==> config.mk <==
export PLATFORM = sky130hd
export DESIGN_NAME = hpsc_regs
export DESIGN_NICKNAME = d
export VERILOG_FILES = /design/src/hpsc_pkg.sv /design/src/hpsc_wonce.sv /design/src/hpsc_sync.sv /design/src/hpsc_regs.sv
export SDC_FILE = /design/constraint.sdc
export NUM_CORES = 1
export LEC_CHECK = 0
export CORE_ASPECT_RATIO = 2
export CORE_MARGIN = 8
export CORE_UTILIZATION = 62
export DETAILED_ROUTE_END_ITERATION = 6
export DONT_BUFFER_PORTS = 1
export GPL_TIMING_DRIVEN = 0
export PLACE_DENSITY_LB_ADDON = 0.2
export SYNTH_ARGS = -nofsm -noshare
export SYNTH_HDL_FRONTEND = slang
export SYNTH_SLANG_ARGS = --single-unit
==> constraint.sdc <==
create_clock -name clk_i -period 3.6 [get_ports clk_i]
set_clock_uncertainty 0.1 [all_clocks]
set_input_delay 0.36 -clock clk_i [delete_from_list [all_inputs] [get_ports clk_i]]
set_output_delay 0.36 -clock clk_i [all_outputs]
set_load 0.01 [all_outputs]
==> src/hpsc_pkg.sv <==
// Package of offsets, field layouts and carriers for the hot-plug slot configuration registers.
package hpsc_pkg;
    // Byte offsets within the working register set.
    localparam logic [7:0] HPSC_OFF_BASE = 8'h00;
    localparam logic [7:0] HPSC_OFF_SLOTCFG = 8'h0c;
    localparam logic [7:0] HPSC_OFF_BUSMODE = 8'h10;
    localparam logic [7:0] HPSC_OFF_IRQNUM = 8'h12;
    // Reset values.
    localparam logic [31:0] HPSC_RST_BASE = 32'h0000_0000;
    localparam logic [31:0] HPSC_RST_SLOTCFG = 32'h0000_0000;
    localparam logic [15:0] HPSC_RST_BUSMODE = 16'h0000;
    localparam logic [7:0] HPSC_RST_IRQNUM = 8'h00;
    // Slot configuration field positions.
    localparam int HPSC_ABP_BIT = 31;
    localparam int HPSC_LSP_BIT = 30;
    localparam int HPSC_DIR_BIT = 29;
    localparam int HPSC_PSL_LSB = 16;
    localparam int HPSC_PSL_MSB = 26;
    localparam int HPSC_FDN_LSB = 8;
    localparam int HPSC_FDN_MSB = 12;
    localparam int HPSC_CNT_LSB = 0;
    localparam int HPSC_CNT_MSB = 4;
    // Writable bits of the slot configuration word; the rest are reserved.
    localparam logic [31:0] HPSC_SLOTCFG_MASK = 32'he7ff_1f1f;
    // Bus mode codes.
    localparam logic [2:0] HPSC_MODE_CONV33 = 3'h0;
    localparam logic [2:0] HPSC_MODE_CONV66 = 3'h1;
    localparam logic [2:0] HPSC_MODE_PCIX66 = 3'h2;
    localparam logic [2:0] HPSC_MODE_PCIX100 = 3'h3;
    localparam logic [2:0] HPSC_MODE_PCIX133 = 3'h4;

    // Register access request.
    typedef struct packed {
        logic rd;
        logic wr;
        logic [7:0] addr;
        logic [3:0] be;
        logic [31:0] wdata;
    } hpsc_req_t;

    // Register access answer.
    typedef struct packed {
        logic ack;
        logic [31:0] rdata;
    } hpsc_rsp_t;

    // Decoded slot configuration as seen by the rest of the controller.
    typedef struct packed {
        logic attention_button_present;
        logic latch_sensor_present;
        logic slot_label_direction;
        logic [10:0] physical_slot_label;
        logic [4:0] first_slot_device_number;
        logic [4:0] slot_count;
    } hpsc_cfg_t;
endpackage : hpsc_pkg

==> src/hpsc_wonce.sv <==
// Write-once register with byte enables and a mask of implemented bits.
`timescale 1ns/1ps
`default_nettype none
module hpsc_wonce
    import hpsc_pkg::*;
#(
    parameter logic [31:0] MASK = HPSC_SLOTCFG_MASK,
    parameter logic [31:0] RST = HPSC_RST_SLOTCFG
) (
    // Clock and reset
    input wire logic clk_i,
    input wire logic nrst_i,
    // Write strobe
    input wire logic wr_i,
    input wire logic [3:0] be_i,
    input wire logic [31:0] wdata_i,
    // Stored value
    output logic [31:0] value_o,
    output logic locked_o
);
    typedef struct packed {
        logic [31:0] val;
        logic locked;
    } hpsc_wonce_st_t;

    hpsc_wonce_st_t s_q, s_d;

    // The first write after reset is kept; all later writes are dropped.
    // write once lock
    always_comb begin
        s_d = s_q;
        if (wr_i && !s_q.locked) begin
            for (int i = 0; i < 4; i++) begin
                if (be_i[i]) begin
                    s_d.val[i*8 +: 8] = wdata_i[i*8 +: 8] & MASK[i*8 +: 8];
                end
            end
            s_d.locked = 1'b1;
        end
    end

    // State register.
    always_ff @(posedge clk_i or negedge nrst_i) begin
        if (!nrst_i) begin
            s_q <= '{val: RST, locked: 1'b0};
        end else begin
            s_q <= s_d;
        end
    end

    assign value_o = s_q.val;
    assign locked_o = s_q.locked;
endmodule : hpsc_wonce
`default_nettype wire

==> src/hpsc_sync.sv <==
// Two-flop synchroniser for a bus of slow levels.
`timescale 1ns/1ps
`default_nettype none
module hpsc_sync #(
    parameter int W = 8
) (
    // Clock and reset
    input wire logic clk_i,
    input wire logic nrst_i,
    // Data
    input wire logic [W-1:0] d_i,
    output logic [W-1:0] q_o
);
    typedef struct packed {
        logic [W-1:0] ff1;
        logic [W-1:0] ff2;
    } hpsc_sync_st_t;

    hpsc_sync_st_t s_q, s_d;

    // The first stage is read only by the second.
    always_comb begin
        s_d.ff1 = d_i;
        s_d.ff2 = s_q.ff1;
    end

    // State register.
    always_ff @(posedge clk_i or negedge nrst_i) begin
        if (!nrst_i) begin
            s_q <= '0;
        end else begin
            s_q <= s_d;
        end
    end

    assign q_o = s_q.ff2;
endmodule : hpsc_sync
`default_nettype wire

==> src/hpsc_regs.sv <==
// Hot-plug slot configuration register bank: base offset, slot config, bus mode, message number.
// Function
// - Base offset register always reads zero; working set starts at base.
// - Write-once bit 31 reports an attention button on every slot.
// - Write-once bit 30 reports a latch sensor on every slot.
// - Bit 29 picks slot label direction: set counts up, clear down.
// - Bits 26:16 hold the physical slot label of the first slot.
// - Bits 12:8 hold the device number of the first hot-plug slot.
// - Bits 4:0 hold the slot count, which must never read zero; here a zero count is stored and reads back zero.
// - With no slots governed, the capability entry is withdrawn.
// - Bus mode bits 2:0 report the current secondary bus speed and mode.
// - Message number mirrors the MSI multiple message enable field.
`timescale 1ns/1ps
`default_nettype none
module hpsc_regs
    import hpsc_pkg::*;
(
    // Clock and reset
    input wire logic clk_i,
    input wire logic nrst_i,
    // Register access, same clock
    input wire hpsc_req_t req_i,
    output hpsc_rsp_t rsp_o,
    // Bus state from the secondary bus logic, other domain
    input wire logic [2:0] bus_mode_i,
    // MSI multiple message enable from the MSI capability, same clock
    input wire logic [2:0] multi_message_enable_i,
    // Decoded configuration
    output hpsc_cfg_t cfg_o,
    output logic cap_present_o,
    output logic [10:0] last_slot_label_o
);
    typedef struct packed {
        hpsc_rsp_t rsp;
        hpsc_cfg_t cfg;
        logic cap_present;
        logic [10:0] last_label;
    } hpsc_regs_st_t;

    hpsc_regs_st_t s_q, s_d;
    logic [31:0] slotcfg;
    logic cfg_locked;
    logic [2:0] mode_sync;
    logic slot_wr;

    // Last slot label reached by stepping from the first label.
    function automatic logic [10:0] label_end(input logic [10:0] first, input logic up,
                                              input logic [4:0] cnt);
        logic [10:0] step;
        step = (cnt == 5'h00) ? 11'h000 : {6'h00, cnt - 5'h01};
        label_end = up ? 11'(first + step) : 11'(first - step);
    endfunction : label_end

    assign slot_wr = req_i.wr && (req_i.addr == HPSC_OFF_SLOTCFG);

    hpsc_wonce #(
        .MASK(HPSC_SLOTCFG_MASK),
        .RST(HPSC_RST_SLOTCFG)
    ) u_slotcfg (
        .clk_i(clk_i),
        .nrst_i(nrst_i),
        .wr_i(slot_wr),
        .be_i(req_i.be),
        .wdata_i(req_i.wdata),
        .value_o(slotcfg),
        .locked_o(cfg_locked)
    );

    // The bus mode comes from the secondary bus clock, so it is synchronised first.
    hpsc_sync #(
        .W(3)
    ) u_mode_sync (
        .clk_i(clk_i),
        .nrst_i(nrst_i),
        .d_i(bus_mode_i),
        .q_o(mode_sync)
    );

    // Read decode and derived configuration.
    always_comb begin
        s_d = s_q;
        s_d.rsp.ack = req_i.rd || req_i.wr;
        s_d.rsp.rdata = 32'h0000_0000;
        if (req_i.rd) begin
            case (req_i.addr)
                HPSC_OFF_BASE: s_d.rsp.rdata = HPSC_RST_BASE;
                HPSC_OFF_SLOTCFG: s_d.rsp.rdata = slotcfg & HPSC_SLOTCFG_MASK;
                HPSC_OFF_BUSMODE: s_d.rsp.rdata = {16'h0000, 13'h0000, mode_sync};
                HPSC_OFF_IRQNUM: s_d.rsp.rdata = {27'h000_0000, 5'(multi_message_enable_i)};
                default: s_d.rsp.rdata = 32'h0000_0000;
            endcase
        end
        s_d.cfg.attention_button_present = slotcfg[HPSC_ABP_BIT];
        s_d.cfg.latch_sensor_present = slotcfg[HPSC_LSP_BIT];
        s_d.cfg.slot_label_direction = slotcfg[HPSC_DIR_BIT];
        s_d.cfg.physical_slot_label = slotcfg[HPSC_PSL_MSB:HPSC_PSL_LSB];
        s_d.cfg.first_slot_device_number = slotcfg[HPSC_FDN_MSB:HPSC_FDN_LSB];
        s_d.cfg.slot_count = slotcfg[HPSC_CNT_MSB:HPSC_CNT_LSB];
        s_d.cap_present = (slotcfg[HPSC_CNT_MSB:HPSC_CNT_LSB] != 5'h00);
        s_d.last_label = label_end(slotcfg[HPSC_PSL_MSB:HPSC_PSL_LSB],
                                   slotcfg[HPSC_DIR_BIT],
                                   slotcfg[HPSC_CNT_MSB:HPSC_CNT_LSB]);
    end

    // State register; outputs come straight from it.
    always_ff @(posedge clk_i or negedge nrst_i) begin
        if (!nrst_i) begin
            s_q <= '0;
        end else begin
            s_q <= s_d;
        end
    end

    assign rsp_o = s_q.rsp;
    assign cfg_o = s_q.cfg;
    assign cap_present_o = s_q.cap_present;
    assign last_slot_label_o = s_q.last_label;
endmodule : hpsc_regs
`default_nettype wire

==> results.sh <==
export IMPL_initial_core_util_pct=63.80
export IMPL_synth_top_flop_cell="dfrtp_1"
export IMPL_drt_met1_wl_um=2300
export IMPL_worst_endpoint_arrival_ns=3.51
export IMPL_crit_chain="inv_1, ha_1, nor4b_4, or2_2, ha_1, o21a_1, and3_1, ha_1, nor2_1, a21oi_1, ha_1, nand2_1, o21ai_2, o21ai_0, a21oi_1, xor2_1"
export IMPL_timing_critical_path_max_delay_family="adder cells"
export IMPL_total_leakage_power_nw=2.204
export IMPL_power_density_cell_area_nw_per_um2=549.7
export IMPL_globalRoute_totalOverflow=0
export IMPL_syn_inst=264
export IMPL_die_area_um2=8732
export IMPL_worst_setup_path_start_kind="flip-flop"
export IMPL_yosys_warnings=0
export IMPL_synth_ff_latch_count=92
export IMPL_register_area_um2=2305
export IMPL_final_cell_area_um2=4144
export IMPL_worst_path_max_delay_cell="dfrtp_2"
export IMPL_max_freq_mhz=294.4
export IMPL_critical_path_most_common_cell="ha_1"
export IMPL_cell_area_placed_um2=3745
export IMPL_critical_path_required_ns=3.71
export IMPL_hold_viol=0
export IMPL_route_detailed_drc=0
export IMPL_dr_first_iter_drc_count=105
export IMPL_startpoint_of_the_worst_hold_path="req_i[44]"
export IMPL_finalNetCount=359
export IMPL_ws_path_type="flip-flop to flip-flop"
export IMPL_num_io_pins=123
export IMPL_tritoncts="yes"
export IMPL_highest_signal_layer="met4"
export IMPL_layout_drive_gt1_share_pct=15.93
export IMPL_globalRouteTotalUtil_pct=17.38
export IMPL_run_status="finished, final reports clean"
export IMPL_post_route_period_util_pct=94.36
export IMPL_design_core_area_um2=5709
export IMPL_ys_types=43
export IMPL_synth_edf_count=0
export IMPL_cts_htree_levels=3
export IMPL_period_minus_slack_ns=3.397
export IMPL_min_delay_worst_type="input pin to flip-flop"
export IMPL_gpl_final_weighted_congestion=0.8270
export IMPL_critPathBufInv=1
export IMPL_rsz0062_at_grt="false"
export IMPL_grt_start_max_net_pins=93
export IMPL_routed_via_count=1995
export IMPL_synth_area_per_cell_um2=13.80
export IMPL_detail_route_wirelength_um=7348
export IMPL_worst_skew_pair_late_latency_ns=0.34
export IMPL_timing_hold_ws_ns=0.03101
export IMPL_ctsLongestPathBuffers=2
export IMPL_met3_length_um=554
export IMPL_synth_seq_area_share_pct=63.21
export IMPL_vdd_drop_max_mv=0.5888
export IMPL_wl_per_cell_um=20.64
export IMPL_critPathMaxStageDelay_ns=0.41
export IMPL_filler_cell_count=376
export IMPL_drt_pass1_iter_count=4
export IMPL_cts_buffers_inserted=9
export IMPL_cp_startpoint="u_slotcfg.value_o[1]"
export IMPL_max_slew_violations=0
export IMPL_layout_cells_non_filler=356
export IMPL_worstPathMaxFanout=5
export IMPL_wire_length_of_the_first_global_routing_pass_um=11590
export IMPL_synth_cell_area_um2=3642
export IMPL_place_port_buffers=0
export IMPL_cts_reportedPaths_clkPinSlew_ns=0.06
export IMPL_crit_path_end_kind="flip-flop"
export IMPL_antenna_violations_before_repair=0
export IMPL_area_growth_pct=13.78
export IMPL_async_reset_ff_share_pct=100.0
export IMPL_insertedDiodeCount=0
export IMPL_floorplan_die_width_um=70.20
export IMPL_worst_r2r_startpoint="u_slotcfg.value_o[1]"
export IMPL_timing_reg2reg_setup_slack_ns=0.20
export IMPL_met2_length_um=4337
export IMPL_first_global_vias=2203
export IMPL_area_occupied_by_multi_input_gates_um2=1284
export IMPL_timing_max_cap_violations=0
export IMPL_cts_root_buffer_cell="clkbuf_16"
export IMPL_vias_per_cell=5.604
export IMPL_die_h_um=124.4
export IMPL_std_cell_rows=39
export IMPL_setup_viol=0
export IMPL_numPlacedInstances=332
export IMPL_dp_hpwl_um=5557
export IMPL_number_of_clock_sinks=92
export IMPL_antenna_violating_nets_post_route=0
final cells by class:
class | instances | share of cell area (%)
flip-flops and latches | 92 | 55.62
multi-input cells | 160 | 30.98
clock buffers | 12 | 6.190
repair buffers | 8 | 2.174
well taps | 61 | 1.842
plain buffers | 11 | 1.721
clock inverters | 4 | 0.7548
inverters | 8 | 0.7246
power breakdown:
| group | switching, W | internal (W) | total [W] |
|---|---|---|---|
| Sequential | 0.0000555 | 0.00110 | 0.00115 |
| Combinational | 0.000134 | 0.000110 | 0.000244 |
| Clock | 0.000374 | 0.000509 | 0.000883 |
layer usage:
layer  vias to the layer above  track usage (%)
met2                        64            33.15
met3                        12            7.018
met5                         -                0
met1                       982            14.28
met4                         0            8.571
li1                        937                -
timing repair:
item | in CTS | in global routing
setup buffers | 0 | 3
setup endpoints to repair | 1 | 6
hold endpoints to repair | 95 | 0
gates resized for setup | 1 | 6
hold buffers | 5 | 0
pin swaps | 0 | 1
worst paths after layout:
kind | to | depth (start not counted)
worst max-delay path | last_slot_label_o[8] | 16
worst min-delay path | rsp_o[32] | 1
min in group asynchronous | u_slotcfg.value_o[26] | 2
max in group asynchronous | u_slotcfg.value_o[0] | 2
worst max register to register | last_slot_label_o[8] | 16
worst min register to register | u_mode_sync.q_o[0] | 0
cells in the mapped netlist, types with 5 or more instances:
cell	count	share of area, %
buf_4	8	1.6
xor2_1	6	1.4
mux2_1	24	7.4
dfrtp_1	92	63
nand2b_1	5	0.86
nor2_1	10	1.0
a21oi_1	8	1.1
ha_1	14	4.8
and2_1	22	3.8
or2_2	5	0.86
inv_1	8	0.82
xnor2_1	5	1.2
per-stage QoR:
stage                     setup WS (ns)  power, W  setup TNS (ns)  util, %
final                            0.2030  0.002278               0    72.58
after global routing            0.01858  0.002369               0    72.58
after global placement          0.04565  0.001375               0    65.59
after detailed placement      -0.006375  0.001384       -0.006375    65.59
after CTS                       0.05352  0.002289               0    71.82
after floorplan                  0.3726  0.001334               0        -
sequential cells by signal, summed over array words and instances (netlist names):
| name | flops |
|---|---|
| u_mode_sync.q_o | 3 |
| cfg_o | 24 |
| u_mode_sync.s_d | 3 |
| u_slotcfg.value_o | 24 |
| u_slotcfg.locked_o | 1 |
| cap_present_o | 1 |
| last_slot_label_o | 11 |
| rsp_o | 25 |
cell families (layout without fill, tap and decap cells):
| logic type | Yosys count | after routing | synth area share, % |
|---|---|---|---|
| fa+ha+maj | 15 | 15 | 5.359 |
| mux | 29 | 29 | 8.897 |
| buf+inv | 19 | 43 | 2.783 |
| compound gates | 28 | 28 | 5.290 |
| xor+xnor | 11 | 11 | 2.645 |
| other cells | 1 | 8 | 0.1030 |
| simple gates | 69 | 69 | 11.71 |
| flops | 92 | 92 | 63.21 |
cells in the final DEF (no fill, tap or decap), drive strengths merged, types with 3 or more instances in the layout:
master       instances
dfrtp               92
mux2                27
and2                22
clkbuf              15
ha                  14
buf                 12
nor2                11
inv                  9
a21oi                8
conb                 8
nand2                8
xor2                 6
or2                  5
nand2b               5
xnor2                5
a21o                 4
dlygate4sd3          4
nor3                 3
and3                 3
a22oi                3
o21ai                3
clkinv               3
Note: power is estimated with default switching activity, not from simulation.
